[config.mk]
export PLATFORM = sky130hd
export DESIGN_NAME = pp_accumulator_branch_datapath
export DESIGN_NICKNAME = d
export VERILOG_FILES = /design/src/pp_datapath_pkg.sv /design/src/pp_accumulator_branch_datapath.sv
export SDC_FILE = /design/constraint.sdc
export NUM_CORES = 1
export LEC_CHECK = 0
export BUFFER_PORTS_ARGS = -buffer_cell sky130_fd_sc_hd__buf_4
export CAP_MARGIN = 20
export CORE_ASPECT_RATIO = 0.75
export CORE_MARGIN = 2
export CORE_UTILIZATION = 30
export DETAILED_ROUTE_END_ITERATION = 8
export GPL_TIMING_DRIVEN = 0
export PLACE_DENSITY = 0.52
export SLEW_MARGIN = 20
export SYNTH_ARGS = -nofsm -noshare
export SYNTH_HDL_FRONTEND = slang
export SYNTH_HIERARCHICAL = 1
export SYNTH_SLANG_ARGS = --single-unit
[constraint.sdc]
create_clock -name i_clk -period 5.9 [get_ports i_clk]
set_input_delay 1.18 -clock i_clk [delete_from_list [all_inputs] [get_ports i_clk]]
set_output_delay 1.18 -clock i_clk [all_outputs]
set_load 0.01 [all_outputs]
[src/pp_datapath_pkg.sv]
// Package for the peripheral processor accumulator and branch datapath.
// Assumes one processor clock; opcodes are 6-bit function codes in octal.
package pp_datapath_pkg;
  localparam int ACC_W = 18;
  localparam int FLD_W = 6;
  localparam int WORD_W = 12;
  localparam int UPPER_W = 12;
  localparam int DATA_UPPER_W = 6;
  localparam int SHIFT_LIMIT = 17;
  localparam int CLK_PERIOD_NS = 8;
  // Pass opcodes occupy this many clock periods
  localparam int PASS_PERIODS = 5;
  localparam logic [2:0] PASS_CNT_LAST = 3'(PASS_PERIODS - 1);

  localparam logic [17:0] ACC_RESET = 18'h0_0000;
  localparam logic [17:0] ACC_ZERO = 18'h0_0000;
  localparam logic [5:0] FLD_ZERO = 6'h00;
  localparam logic [5:0] FLD_NO_SHIFT = 6'h3F;
  localparam logic [11:0] ONES_12 = 12'hFFF;
  localparam logic [11:0] ZERO_12 = 12'h000;
  localparam logic [5:0] ZERO_6 = 6'h00;
  localparam logic [11:0] PADDR_RESET = 12'h000;

  typedef enum logic [5:0] {
    OP_NONZERO_BRANCH = 6'o05,
    OP_PLUS_BRANCH = 6'o06,
    OP_MINUS_BRANCH = 6'o07,
    OP_SHIFT = 6'o10,
    OP_XOR_SHORT = 6'o11,
    OP_AND_SHORT = 6'o12,
    OP_SEL_CLEAR = 6'o13,
    OP_LOAD_SHORT = 6'o14,
    OP_LOAD_COMP_SHORT = 6'o15,
    OP_ADD_SHORT = 6'o16,
    OP_SUB_SHORT = 6'o17,
    OP_LOAD_LONG = 6'o20,
    OP_ADD_LONG = 6'o21,
    OP_AND_LONG = 6'o22,
    OP_XOR_LONG = 6'o23,
    OP_PASS_0 = 6'o24,
    OP_PASS_1 = 6'o25,
    OP_PASS_2 = 6'o26,
    OP_PASS_3 = 6'o27,
    OP_LOAD_DIRECT = 6'o30,
    OP_ADD_DIRECT = 6'o31
  } opcode_t;

  typedef enum {ST_IDLE, ST_PASS, ST_MEM} state_t;
endpackage : pp_datapath_pkg
[src/pp_accumulator_branch_datapath.sv]
// Accumulator and branch datapath for opcodes 05 through 31 (octal).
// Assumes the decoder holds opcode and fields stable while i_start is high
// and waits for o_done; local memory answers one cycle after o_mem_rd.
//
// Notes on behaviour
// - Nonzero branch taken unless accumulator is 000000
// - Taken branch adds one's complement 6-bit displacement
// - Plus branch taken when sign bit zero
// - Minus branch taken when sign bit one
// - Shift count top bit picks direction
// - Left shift rotates circularly; 00 is none
// - Right shift zero fills; over 17 clears
// - Short XOR touches low six bits only
// - Short AND clears upper twelve bits
// - Selective clear zeroes low bits set in field
// - Short load zero-extends field into accumulator
// - Load complement: complemented field, upper ones
// - Short add zero-extends field, one's complement
// - Short subtract adds ones over complemented field
// - Long load sets field over second word
// - Long add sums 18-bit constant
// - Long AND with 18-bit constant
// - Long XOR with 18-bit constant
// - Pass opcodes take exactly five clocks
// - Direct load zero-extends memory word
// - Direct add zero-extends memory word, adds
module pp_accumulator_branch_datapath
  import pp_datapath_pkg::*;
#(
  parameter int ADDR_W = 12
) (
  // Clock, reset, enable
  input wire logic i_clk,
  input wire logic i_sys_rst,
  input wire logic i_clk_en,
  // Decoded instruction
  input wire logic i_start,
  input wire logic [5:0] i_opcode,
  input wire logic [FLD_W-1:0] i_short_field,
  input wire logic [WORD_W-1:0] i_long_field,
  input wire logic [ADDR_W-1:0] i_prog_addr,
  // Local memory read port
  output logic o_mem_rd,
  output logic [FLD_W-1:0] o_mem_addr,
  input wire logic [WORD_W-1:0] i_mem_data,
  // Results
  output logic o_done,
  output logic o_branch_taken,
  output logic [ADDR_W-1:0] o_branch_target,
  output logic [ACC_W-1:0] o_acc
);

  state_t state_q;
  logic [2:0] pass_cnt_q;
  logic [ACC_W-1:0] acc_q;
  logic [ACC_W-1:0] acc_d;
  logic acc_we;
  logic [ADDR_W-1:0] target_q;
  logic taken_q;
  logic done_q;
  logic take;
  logic [ADDR_W-1:0] disp_ext;
  logic [ADDR_W-1:0] branch_sum;
  logic [ACC_W-1:0] add_b;
  logic [ACC_W-1:0] add_sum;
  logic [ACC_W-1:0] const_long;
  logic [ACC_W-1:0] shifted;
  logic [FLD_W-1:0] right_cnt;
  logic is_pass;
  logic is_mem;
  logic immediate_go;

  // Left counts run up to the largest positive field value
  localparam int ROT_MAX = 2 ** (FLD_W - 1);

  assign const_long = {i_short_field, i_long_field};
  assign is_pass = (i_opcode == OP_PASS_0) || (i_opcode == OP_PASS_1) ||
                   (i_opcode == OP_PASS_2) || (i_opcode == OP_PASS_3);
  assign is_mem = (i_opcode == OP_LOAD_DIRECT) || (i_opcode == OP_ADD_DIRECT);
  assign immediate_go = i_start && (state_q == ST_IDLE) && !is_pass && !is_mem;

  pp_ones_comp_adder #(
    .W(ACC_W)
  ) i_acc_adder (
    .i_a(acc_q),
    .i_b(add_b),
    .o_sum(add_sum)
  );

  // Second operand of the shared adder
  always_comb begin
    case (i_opcode)
      OP_ADD_SHORT: add_b = {ZERO_12, i_short_field};
      OP_SUB_SHORT: add_b = {ONES_12, ~i_short_field};
      OP_ADD_LONG: add_b = const_long;
      OP_ADD_DIRECT: add_b = {ZERO_6, i_mem_data};
      default: add_b = ACC_ZERO;
    endcase
  end

  assign right_cnt = ~i_short_field;
  always_comb begin
    shifted = acc_q;
    if (!i_short_field[FLD_W-1]) begin
      shifted = acc_q;
      for (int i = 0; i < ROT_MAX; i++) begin
        if (FLD_W'(i) < i_short_field) begin
          shifted = {shifted[ACC_W-2:0], shifted[ACC_W-1]};
        end
      end
    end else if (right_cnt > 6'(SHIFT_LIMIT)) begin
      shifted = ACC_ZERO;
    end else begin
      shifted = acc_q >> right_cnt;
    end
  end

  // Branch condition
  always_comb begin
    case (i_opcode)
      OP_NONZERO_BRANCH: take = (acc_q != ACC_ZERO);
      OP_PLUS_BRANCH: take = !acc_q[ACC_W-1];
      OP_MINUS_BRANCH: take = acc_q[ACC_W-1];
      default: take = 1'b0;
    endcase
  end

  assign disp_ext = i_short_field[FLD_W-1] ?
                    {{(ADDR_W-FLD_W){1'b1}}, i_short_field} :
                    {{(ADDR_W-FLD_W){1'b0}}, i_short_field};
  pp_ones_comp_adder #(
    .W(ADDR_W)
  ) i_branch_adder (
    .i_a(i_prog_addr),
    .i_b(disp_ext),
    .o_sum(branch_sum)
  );

  // Accumulator next value
  always_comb begin
    acc_d = acc_q;
    acc_we = 1'b0;
    if (immediate_go) begin
      acc_we = 1'b1;
      case (i_opcode)
        OP_SHIFT: acc_d = shifted;
        OP_XOR_SHORT: acc_d = {acc_q[ACC_W-1:FLD_W], acc_q[FLD_W-1:0] ^ i_short_field};
        OP_AND_SHORT: acc_d = {ZERO_12, acc_q[FLD_W-1:0] & i_short_field};
        OP_SEL_CLEAR: acc_d = {acc_q[ACC_W-1:FLD_W], acc_q[FLD_W-1:0] & ~i_short_field};
        OP_LOAD_SHORT: acc_d = {ZERO_12, i_short_field};
        OP_LOAD_COMP_SHORT: acc_d = {ONES_12, ~i_short_field};
        OP_ADD_SHORT: acc_d = add_sum;
        OP_SUB_SHORT: acc_d = add_sum;
        OP_LOAD_LONG: acc_d = const_long;
        OP_ADD_LONG: acc_d = add_sum;
        OP_AND_LONG: acc_d = acc_q & const_long;
        OP_XOR_LONG: acc_d = acc_q ^ const_long;
        default: acc_we = 1'b0;
      endcase
    end else if (state_q == ST_MEM) begin
      acc_we = 1'b1;
      if (i_opcode == OP_LOAD_DIRECT) begin
        acc_d = {ZERO_6, i_mem_data};
      end else begin
        acc_d = add_sum;
      end
    end
  end

  // Accumulator register
  always_ff @(posedge i_clk or posedge i_sys_rst) begin
    if (i_sys_rst) begin
      acc_q <= ACC_RESET;
    end else if (i_clk_en && acc_we) begin
      acc_q <= acc_d;
    end
  end

  // Sequencing of multi-cycle opcodes
  always_ff @(posedge i_clk or posedge i_sys_rst) begin
    if (i_sys_rst) begin
      state_q <= ST_IDLE;
      pass_cnt_q <= 3'd0;
    end else if (i_clk_en) begin
      case (state_q)
        ST_IDLE: begin
          if (i_start && is_pass) begin
            state_q <= ST_PASS;
            pass_cnt_q <= 3'd1;
          end else if (i_start && is_mem) begin
            state_q <= ST_MEM;
          end
        end
        ST_PASS: begin
          if (pass_cnt_q == PASS_CNT_LAST) begin
            state_q <= ST_IDLE;
          end else begin
            pass_cnt_q <= pass_cnt_q + 3'd1;
          end
        end
        ST_MEM: state_q <= ST_IDLE;
        default: state_q <= ST_IDLE;
      endcase
    end
  end

  // Completion and branch outputs
  always_ff @(posedge i_clk or posedge i_sys_rst) begin
    if (i_sys_rst) begin
      done_q <= 1'b0;
      taken_q <= 1'b0;
      target_q <= PADDR_RESET;
    end else if (i_clk_en) begin
      done_q <= immediate_go || (state_q == ST_MEM) ||
                (state_q == ST_PASS && pass_cnt_q == PASS_CNT_LAST);
      taken_q <= immediate_go && take;
      if (immediate_go && take) begin
        target_q <= branch_sum;
      end else if (immediate_go || (state_q != ST_IDLE)) begin
        target_q <= i_prog_addr;
      end
    end
  end

  assign o_mem_rd = i_start && (state_q == ST_IDLE) && is_mem;
  assign o_mem_addr = i_short_field;
  assign o_done = done_q;
  assign o_branch_taken = taken_q;
  assign o_branch_target = target_q;
  assign o_acc = acc_q;

endmodule // pp_accumulator_branch_datapath

// One's complement adder, instantiated separately for the accumulator and for the branch target
module pp_ones_comp_adder #(
  parameter int W = 18
) (
  // Operands
  input wire logic [W-1:0] i_a,
  input wire logic [W-1:0] i_b,
  // Sum
  output logic [W-1:0] o_sum
);
  logic [W:0] raw;

  // Carry out of the top bit re-enters at bit zero
  assign raw = {1'b0, i_a} + {1'b0, i_b};
  assign o_sum = raw[W-1:0] + {{(W-1){1'b0}}, raw[W]};

endmodule // pp_ones_comp_adder

# Word level (Yosys, flattened, before mapping)
# Index checks and enable logic that the tools add are counted.
op_classes:
  addsub: 5
  mul: 0
  div_mod_pow: 0
  magnitude_cmp: 33
  eq_ne: 35
  n_shift: 1
  muxes: 108
  bitwise: 6
  n_reduce_logical: 31
ops:
  columns: ["operator", "count"]
  rows:
  - ["18-bit 2-to-1 mux", 74]
  - ["32-bit 2-to-1 mux", 11]
  - ["18-bit case mux with 10 select lines", 1]
  - ["5-bit by 6-bit < comparator with 1-bit output (first input constant)", 16]
  - ["12-bit 2-to-1 mux", 6]
  - ["18-bit case mux with 4 select lines", 1]
  - ["32-bit zero test", 2]
  - ["32-bit case mux with 2 select lines", 1]
  - ["6-bit by 5-bit equality test with 1-bit output (second input constant)", 10]
  - ["6-bit by 4-bit equality test with 1-bit output (second input constant)", 8]
  - ["4-bit by 6-bit < comparator with 1-bit output (first input constant)", 8]
  - ["32-bit by 1-bit equality test with 1-bit output (second input constant)", 1]
  - ["32-bit by 2-bit equality test with 1-bit output (second input constant)", 1]
  - ["32-bit by 3-bit equality test with 1-bit output (second input constant)", 1]
  - ["32-bit nonzero test", 1]
  - ["3-bit by 6-bit < comparator with 1-bit output (first input constant)", 4]
  - ["3-bit 2-to-1 mux", 7]
  - ["18-bit by 18-bit adder with 19-bit output", 1]
  - ["18-bit by 1-bit adder with 18-bit output", 1]
  - ["18-bit bitwise AND", 1]
  - ["6-bit by 3-bit equality test with 1-bit output (second input constant)", 3]
  - ["18-bit nonzero test", 1]
  - ["18-bit by 6-bit right shift with 18-bit output", 1]
  - ["18-bit XOR", 1]
  - ["29 further kinds", 57]
word_totals:
  reg_bits: 67
  latch_bits: 0
  mem_bits_rw: 0
  mem_bits_ro: 0
  inputBits: 52
  output_inout_bits: 39
  elab_cells: 226
  n_memories: 0

# Logic depth before layout (Yosys ltp)
# Gate-level depths: netlist of the first run.
depth:
  ltp_word: 69
  depth_mapped: 32
  ltp_nobuf: 27

# Hierarchy
# Netlist of the first run, hierarchy kept.
modules_own_cells:
  columns: ["mod", "n_inst", "cells_each", "area_each_um2"]
  rows:
  - ["pp_accumulator_branch_datapath", 1, 1583, 10692.8]
  - ["pp_ones_comp_adder (i_acc_adder)", 1, 173, 1297.5]
  - ["pp_ones_comp_adder (i_branch_adder)", 1, 97, 800.8]

# Least setup slack after synthesis of the first run
# Ideal clock, no wire load.
synth_timing:
  path_type: "input to register"
  start: "input port i_short_field[0]"
  end: "register acc_q[13] (netlist: o_acc[13])"
  t_arrival_ps: 6627
  path_slack_ps: -851
  cell_stages: 31
  cell_sequence: "buf_2 -> buf_4 -> buf_2 -> buf_2 -> buf_1 -> clkbuf_1 -> xnor2_1 -> nor2_1 -> a221o_1 -> ha_1 -> fa_1 -> a21o_1 -> and4_2 -> o21ai_0 -> a21oi_1 -> o31ai_1 -> a21oi_1 -> o21ai_0 -> nand2b_1 -> ha_1 -> and3_1 -> nand3_1 -> nor3_1 -> and4_1 -> and2b_1 -> xnor2_1 -> nand2_1 -> nor2_1 -> a2111oi_0 -> o21a_1 -> a21oi_1"
synth_between:
  word_cells_on_any_way: 113
synth_lines:
  columns: ["element", "line", "text"]
  rows:
  - ["start: declaration", "pp_accumulator_branch_datapath.sv:39", "input wire logic [FLD_W-1:0] i_short_field,"]
  - ["6-bit NOT", "pp_accumulator_branch_datapath.sv:94", "OP_SUB_SHORT: add_b = {ONES_12, ~i_short_field};"]
  - ["18-bit case mux with 4 select lines *", "pp_accumulator_branch_datapath.sv:92", "case (i_opcode)"]
  - ["net add_b[0]", "pp_accumulator_branch_datapath.sv:64", "logic [ACC_W-1:0] add_b;"]
  - ["18-bit by 18-bit adder with 19-bit output *", "pp_accumulator_branch_datapath.sv:247", "assign raw = {1'b0, i_a} + {1'b0, i_b};"]
  - ["18-bit by 1-bit adder with 18-bit output *", "pp_accumulator_branch_datapath.sv:248", "assign o_sum = raw[W-1:0] + {{(W-1){1'b0}}, raw[W]};"]
  - ["net add_sum[13]", "pp_accumulator_branch_datapath.sv:65", "logic [ACC_W-1:0] add_sum;"]
  - ["18-bit 2-to-1 mux", "pp_accumulator_branch_datapath.sv:162", "if (i_opcode == OP_LOAD_DIRECT) begin"]
  - ["18-bit 2-to-1 mux", "pp_accumulator_branch_datapath.sv:160", "end else if (state_q == ST_MEM) begin"]
  - ["18-bit 2-to-1 mux", "pp_accumulator_branch_datapath.sv:143", "if (immediate_go) begin"]
  - ["18-bit 2-to-1 mux", "pp_accumulator_branch_datapath.sv:160", null]
  - ["18-bit 2-to-1 mux", "pp_accumulator_branch_datapath.sv:143", null]
  - ["18-bit 2-to-1 mux *", "pp_accumulator_branch_datapath.sv:143", null]
  - ["end signal: assignment", "pp_accumulator_branch_datapath.sv:173", "acc_q <= ACC_RESET;"]
  - ["end signal: assignment", "pp_accumulator_branch_datapath.sv:175", "acc_q <= acc_d;"]
  - ["end: declaration", "pp_accumulator_branch_datapath.sv:55", "logic [ACC_W-1:0] acc_q;"]
# Mark *: on every way through the listed nets, which the timed path passes. The rest lies on a longest branch. The select of a mux whose other input is x is not followed.
# A chain may end at the register's enable or synchronous reset.

# Worst setup path in the final report of the first run
layout_timing:
  start: "input port i_short_field[3]"
  end: "register acc_q[16] (netlist: o_acc[16])"
layout_between:
  elab_chain_cells: 69
  word_cells_on_any_way: 113
layout_lines:
  columns: ["element", "line", "text"]
  rows:
  - ["1-bit by 6-bit < comparator with 1-bit output", "pp_accumulator_branch_datapath.sv:107", "if (FLD_W'(i) < i_short_field) begin"]
  - ["18-bit 2-to-1 mux", "pp_accumulator_branch_datapath.sv:107", null]
  - ["18-bit 2-to-1 mux", "pp_accumulator_branch_datapath.sv:104", "if (!i_short_field[FLD_W-1]) begin"]
  - ["18-bit 2-to-1 mux", "pp_accumulator_branch_datapath.sv:107", null]
  - ["18-bit 2-to-1 mux", "pp_accumulator_branch_datapath.sv:104", null]
  - ["18-bit 2-to-1 mux", "pp_accumulator_branch_datapath.sv:107", null]
  - ["18-bit 2-to-1 mux", "pp_accumulator_branch_datapath.sv:104", null]
  - ["18-bit 2-to-1 mux", "pp_accumulator_branch_datapath.sv:107", null]
  - ["[... 52 more ...]", null, null]
  - ["18-bit 2-to-1 mux", "pp_accumulator_branch_datapath.sv:104", null]
  - ["18-bit 2-to-1 mux", "pp_accumulator_branch_datapath.sv:107", null]
  - ["18-bit 2-to-1 mux", "pp_accumulator_branch_datapath.sv:104", null]
  - ["18-bit 2-to-1 mux", "pp_accumulator_branch_datapath.sv:107", null]
  - ["18-bit 2-to-1 mux (2 in series)", "pp_accumulator_branch_datapath.sv:104", null]
  - ["18-bit case mux with 10 select lines", "pp_accumulator_branch_datapath.sv:145", "case (i_opcode)"]
  - ["18-bit 2-to-1 mux", "pp_accumulator_branch_datapath.sv:143", null]
  - ["18-bit 2-to-1 mux *", "pp_accumulator_branch_datapath.sv:143", null]
# Mark *: on every way between the ends. The rest lies on a longest branch, timed or not. The select of a mux whose other input is x is not followed.

==> results of run 1 <==
==> state kept, by name (all words and copies together), names as in the netlist <==
| register | flops |
|---|---|
| pass_cnt_q | 3 |
| state_q | 2 |
| o_branch_taken | 1 |
| o_done | 1 |
| o_branch_target | 12 |
| o_acc | 18 |
==> cell type report <==
cell class / instances / area [um2]
Fill cell: 4588 / 26180
Buffer: 143 / 989.7
Antenna cell: 1 / 2.502
Tap cell: 569 / 711.9
Multi-Input combinational cell: 1622 / 11530
Inverter: 27 / 105.1
Timing Repair Buffer: 170 / 1431
Clock inverter: 3 / 43.79
Sequential cell: 37 / 925.9
Clock buffer: 5 / 125.1
==> cells in the final DEF, fill, tap and decap left out, drive strengths merged, types with 27 or more instances in the layout <==
cell type,Yosys,layout
nand3,49,49
a211oi,38,38
o211ai,34,34
o21ai,144,144
dfrtp,37,37
a31oi,39,39
clkbuf,102,92
a21oi,193,193
ha,55,55
nor3,52,52
nand2,203,203
mux2,27,27
a22oi,51,51
mux2i,41,41
xnor2,37,37
nor2,176,176
buf,65,225
==> power by group <==
part	internal [uW]	switching, uW	leakage (uW)
Clock	201	149	0.0000842
Sequential	313	158	0.000456
Combinational	742	1430	0.00533
==> metal layers <==
metal,part of all wire [%],GRT usage [%],up-vias
li1,-,-,7491
met1,43,51.37,8749
met2,39,49.64,1423
met3,14,12.83,218
met4,3.3,10.59,2
met5,0.016,0,-
==> worst max-delay path: cells and delay by family <==
kind | cells | cell delay (ns)
AO/OA/AOI/OAI | 9 | 2.89
AND/OR/NAND/NOR | 4 | 1.53
buffers and inverters | 3 | 0.45
==> kinds of logic (layout without fill, tap and decap cells) <==
kind of cell	after synthesis	in the layout	synth area share (%)
other	0	1	0
AOI/OAI and AO/OA	764	764	42.21
xor gates and xnor gates	55	55	3.981
and+or+nand+nor	668	668	26.41
adders and majority gates	57	57	5.693
buffers and inverters	194	348	7.092
muxes	78	78	7.375
DFF	37	37	7.239
==> worst max-delay path by stage <==
stage                end  slack (ns)  cells after the start
2_1_floorplan  o_acc[13]       -0.02                     31
3_3_place_gp   o_acc[14]       -2.38                     29
3_5_place_dp   o_acc[14]       -2.26                     29
4_1_cts        o_acc[17]       -0.07                     29
5_1_grt        o_acc[14]        -0.1                     27
6_report       o_acc[16]       0.002                     16
==> what timing repair did <==
| item | in CTS | in global routing |
|---|---|---|
| setup endpoints to repair | 18 | 18 |
| cloned | 1 | 0 |
| buffers inserted | 37 | 42 |
| gates resized for setup | 142 | 85 |
| pin swaps | 26 | 35 |
==> metrics by stage <==
step	instance area, um2	utilization [%]
after floorplan	12920	-
after global placement	14300	34.00
after detailed placement	14370	34.17
after CTS	15380	36.57
after global routing	15860	37.73
final	15870	37.73
==> results.txt, run 1 <==
Worst Reg-to-Reg Cells - 14
R2r setup slk - 0.01 ns
Worst Hold Margin - 0.4840 ns
Die W - 242.4 um
DP Cell Count - 2512
Clock transition at path regs - 0.07 ns
Iter 0 DRT Violations - 3115
Final Cycle Share - 99.96%
Starting Density - 30.42%
Hold crit path type - flop to flop
Vias per cell - 6.939
Final Power - 2989 uW
Crit-path cells - buf_12 -> buf_12 -> buf_4 -> nor4b_4 -> nand2_2 -> a221oi_2 -> nor2_1 -> a22oi_1 -> a41oi_1 -> o22ai_1 -> o21ai_0 -> o21ai_0 -> a21oi_1 -> nor2_1 -> o211ai_1 -> a221oi_2
Start of the worst register-to-register path - o_acc[1]
HPWL Detailed - 64.39 mm
Die height - 182.8 um
RePlAce Congestion - 1.019
Power per cell area - 188.4 mW/mm2
Area contributors post-synth - a21oi_1, dfrtp_1, nand2_1, ha_1, nor2_1
Layout cells sized above 1 - 21.82%
Mean routed wirelength per cell - 32.21 um
CTS tree - yes
Post-synth EDFFs - 0
WP data required - 6.08 ns
Synth top area share - 7.239%
Post-Layout Cell Count - 2577
RR Endpoint - o_acc[16]
Max Clock Freq - 0.1696 GHz
CP Launch Type - input port
Seq/Total Area, Yosys - 7.239%
Vias in the first global route - 16702
H-tree levels - 2
Status - finished, final reports clean
Hold Vio Cnt, Final - 0
Critical Path Max Stage Delay - 0.65 ns
Worst Path Arrival - 6.08 ns
Area of the die - 0.04432 mm2
Worst clock skew - 0.02847 ns
CP max stage cell - nor4b_4
Hold EP - o_branch_target[2]
Syn Area/Cell - 6.903 um2
Number of buffers added on ports - 88
Worst-Skew Late Latency - 0.32 ns
LEAKAGE - 0.005872 uW
Placement Setup Slack - -2.263 ns
Cell count after synthesis - 1853
Layout net count - 2115
Max VDD drop - 0.1367 mV
Netlist cell types - 131
Mapped Nets - 1962
Clock buffer depth - 2
Gr ovfl total - 0
CTS Hold Bufs - 0
Core Footprint - 0.04205 mm2
Row count - 65
GRT Total Usage - 35.91%
CP Max Fanout - 12
Final TNS setup - 0 ns
Post-Syn Area - 0.01279 mm2
Max-slew headroom - 20.79%
Dominant cell type by area after synthesis - a21oi_1
Ports - 91
Slew @ Worst Pin - 1.176 ns
CTS sink cnt - 37
Number of endpoints failing setup at the final stage - 0
Ys async rst share - 100.0%
Routed Antenna Nets - 0
Routed vias - 17883
Synth warn - 6
Initial antenna violation count - 3
Ys flop type - dfrtp_1
Slew Limit Fails - 0
Hold Crit Start - o_branch_target[2]
Setup ws final - 0.002147 ns
Max Cap Viol - 0
Synth Register Bits - 37
Layout area overhead - 24.03%
Hold depth - 2
Root buffer cell - clkbuf_16
First-pass GRT wire length - 118.4 mm
Most instantiated cells after synthesis - nand2_1, a21oi_1, nor2_1
DRT Pass-1 Iters - 6
Most frequent cell after synthesis - nand2_1
Number of remaining DRC errors - 0
Worst Setup SP - i_short_field[3]
CTS buffer count - 5
Largest net degree at the start of global routing - 20
Kind of critical path - input port to flop
Fin crit period - 5.898 ns
Total detailed-routing wirelength - 83.01 mm
RSZ-0062 raised after global routing - yes
Critical path capture point type - flop
Power figures use the tool's default switching activity.
==> inputs of run 2 (changes only) <==
- PLACE_DENSITY: 0.52 -> 0.53
- SYNTH_HIERARCHICAL: 1 -> default
==> run 2 against run 1 <==
Against the previous run:
- the flow now finishes with violations (negative setup slack)
- critical path depth increased by 14
- fmax decreased by 6.9%
- utilization increased by 0.60 points
- area after synthesis decreased by 6.9%
- register-to-register slack got worse by 0.15 ns
- worst hold slack improved by 0.0039 ns
- combinational power increased by 52%
- sequential power increased by 33%
- critical endpoint unchanged
- highest routed layer unchanged
==> results.txt, run 2 <==
Status - complete, but fails checks
Failing checks - negative setup slack
Post-synth EDFFs - 0 (unchanged)
Psw - 2678 uW (+55%)
Ports - 91 (unchanged)
Starting Density - 30.26% (-0.16 points)
Syn Area/Cell - 6.572 um2 (-4.8%)
Clk pwr share - 8.3% (-3.4 points)
Max Cap Viol - 0 (unchanged)
Final Cycle Share - 107.4% (+7.4 points)
Layout cells sized above 1 - 21.02% (-0.81 points)
Max Clock Freq - 0.1578 GHz (-6.9%)
Seq/Total Area, Yosys - 7.779% (+0.54 points)
Power per cell area - 284.1 mW/mm2 (+51%)
Worst Path Arrival - 6.57 ns (+0.49 ns)
Max VDD drop - 0.2541 mV (+86%)
Routed vias - 17223 (-3.7%)
Mean routed wirelength per cell - 33.79 um (+4.9%)
Synth warn - 0 (-6)
CTS sink cnt - 37 (unchanged)
HPWL Detailed - 65.27 mm (+1.4%)
Worst clock skew - 0.01972 ns (-0.008754 ns)
Area contributors post-synth - nand2_1, dfrtp_1, a21oi_1, o21ai_0, ha_1
Vias in the first global route - 15787 (-5.5%)
H-tree levels - 2 (unchanged)
DP Cell Count - 2422 (-3.6%)
Most common cell after layout, fill and taps aside - nand2_1
Synth Register Bits - 37 (unchanged)
DRT Pass-1 Iters - 6 (unchanged)
Row count - 63 (-3.1%)
Worst-Skew Late Latency - 0.32 ns (about the same)
Most instantiated cells after synthesis - nand2_1, a21oi_1, o21ai_0
Routed Antenna Nets - 0 (unchanged)
Post-Syn Area - 0.01190 mm2 (-6.9%)
Fin crit period - 6.336 ns (+0.4378 ns)
Cell count after synthesis - 1811 (-2.3%)
Critical Path Max Stage Delay - 0.39 ns (-0.26 ns)
Proportion of power drawn by combinational gates - 77.1% (+4.6 points)
Root buffer cell - clkbuf_16
Mapped Nets - 1919 (-2.2%)
Number of endpoints failing setup at the final stage - 14 (+14)
Vias per cell - 6.928 (-0.17%)
Hold crit path type - flop to flop
Gr ovfl total - 0 (unchanged)
Slew @ Worst Pin - 1.330 ns (+0.1542 ns)
Cell Int Power - 1606 uW (+28%)
Synth top area share - 8.578% (+1.3 points)
Iter 0 DRT Violations - 3022 (-3.0%)
Largest net degree at the start of global routing - 26 (+30%)
Layout area overhead - 26.68%
Most frequent cell after synthesis - nand2_1
RePlAce Congestion - 1.019 (about the same)
Number of remaining DRC errors - 0 (unchanged)
Max FFs per register - 18 (unchanged)
Area of the die - 0.04130 mm2 (-6.8%)
Fillcell total - 4253 (-7.3%)
CTS tree - yes
Setup ws final - -0.4357 ns (-0.4378 ns)
CP Max Fanout - 13 (+1)
Dominant cell type by area after synthesis - nand2_1
Post-place instance area - 0.01346 mm2 (-6.3%)
Die height - 176.5 um (-3.5%)
Kind of critical path - input port to flop
Netlist cell types - 103 (-21%)
Total detailed-routing wirelength - 84.01 mm (+1.2%)
Switching Share - 62.51% (+4.5 points)
Slew Limit Fails - 0 (unchanged)
Ys flop type - dfrtp_1
Fin area - 0.01508 mm2 (-5.0%)
WP data required - 6.14 ns (+0.06 ns)
Layout net count - 2072 (-2.0%)
Sequential power share - 14.6% (-1.2 points)
Clock transition at path regs - 0.09 ns (+0.02 ns)
Hold Vio Cnt, Final - 0 (unchanged)
Core Footprint - 0.03933 mm2 (-6.5%)
CP max stage cell - nor4bb_4
Post-Layout Cell Count - 2486 (-3.5%)
Clock buffer depth - 2 (unchanged)
RSZ-0062 raised after global routing - yes
Number of buffers added on ports - 90 (+2.3%)
Placement Setup Slack - -2.595 ns (-0.3320 ns)
Most frequent cells in the layout - nand2_1, a21oi_1, buf_4
Max-slew headroom - 10.74% (-10 points)
Ys async rst share - 100.0% (unchanged)
CTS buffer count - 5 (unchanged)
Critical path capture point type - flop
Die W - 234 um (-3.5%)
First-pass GRT wire length - 117.9 mm (-0.47%)
CP Launch Type - input port
GRT Total Usage - 39.58% (+3.7 points)
LEAKAGE - 0.005852 uW (-0.34%)
Initial antenna violation count - 3 (unchanged)
## run 2: changes by cell type after synthesis, sizes merged, moves of 14 or more
cell    before  now
o221ai      25   11
a21oi      193  171
o21ai      144  184
nand2      203  272
a22oi       51   29
mux2        27   12
## run 2: cells by family after synthesis
logic type | after synthesis | synth area share [%]
compound gates | 738 | 41.82
mux | 67 | 7.053
fa+ha+maj | 56 | 6.013
xor+xnor | 54 | 4.100
buf+inv | 172 | 6.339
flops | 37 | 7.779
simple gates | 687 | 26.90
## run 2: per-stage QoR
stage	setup TNS (ns)	utilization [%]	hold WS, ns	total power, uW
after floorplan	-0.4387	-	0.4913	2154
after global placement	-29.33	34.17	0.4676	3514
after detailed placement	-29.45	34.22	0.4722	3482
after CTS	-2.657	37.13	0.4902	3981
after global routing	-6.118	38.33	0.5337	4380
final	-3.656	38.33	0.4879	4283
## run 2: final cells by class
type | instances | area, um2 | area share, %
Tap cell | 520 | 650.6 | 4.315
Clock inverter | 2 | 38.79 | 0.2572
Multi-Input combinational cell | 1602 | 11080 | 73.45
Sequential cell | 37 | 925.9 | 6.141
Inverter | 27 | 101.3 | 0.6721
Antenna cell | 1 | 2.502 | 0.01660
Timing Repair Buffer | 154 | 1247 | 8.273
Clock buffer | 6 | 128.9 | 0.8547
Buffer | 137 | 907.1 | 6.016
## run 2: final timing paths
path	depth (start not counted)	startpoint	end	slack (ns)
max reg2reg	15	o_acc[13]	o_acc[1]	-0.14
min reg2reg	2	o_branch_target[4]	o_branch_target[4]	0.49
min	2	o_branch_target[4]	o_branch_target[4]	0.49
max	30	i_short_field[3]	o_acc[16]	-0.44
max in group asynchronous	3	i_sys_rst	o_acc[5]	4.57
min in group asynchronous	2	i_sys_rst	o_branch_target[8]	0.81
## run 2: what timing repair did
item | CTS | global route
setup buffers | 45 | 19
endpoints found under the setup margin | 18 | 18
hold buffers | 0 | 0
resized for setup | 156 | 85
pin swaps | 41 | 57
## run 2: power groups by stage
stage	Clock, uW	Combinational [uW]	Sequential (uW)
after floorplan	0	1670	480
after global placement	0	2920	595
after detailed placement	0	2890	596
after CTS	350	3040	594
after global routing	362	3400	616
final	357	3300	625
## run 2: worst max-delay path: cells and delay by family
kind,cells,cell delay [ns]
AO/OA/AOI/OAI,10,1.69
XOR/XNOR,2,0.42
adder cells (fa/ha/maj),3,0.59
buffers and inverters,5,0.74
AND/OR/NAND/NOR,10,1.91
## run 2: metal layers
layer	wire length (um)	vias up	GRT usage, %	share of wire, %
met3	11770	169	13.78	14
li1	-	7197	-	-
met1	38730	8512	60.71	46
met5	11	-	0	0.013
met2	31430	1343	51.73	37
met4	2060	2	7.648	2.5
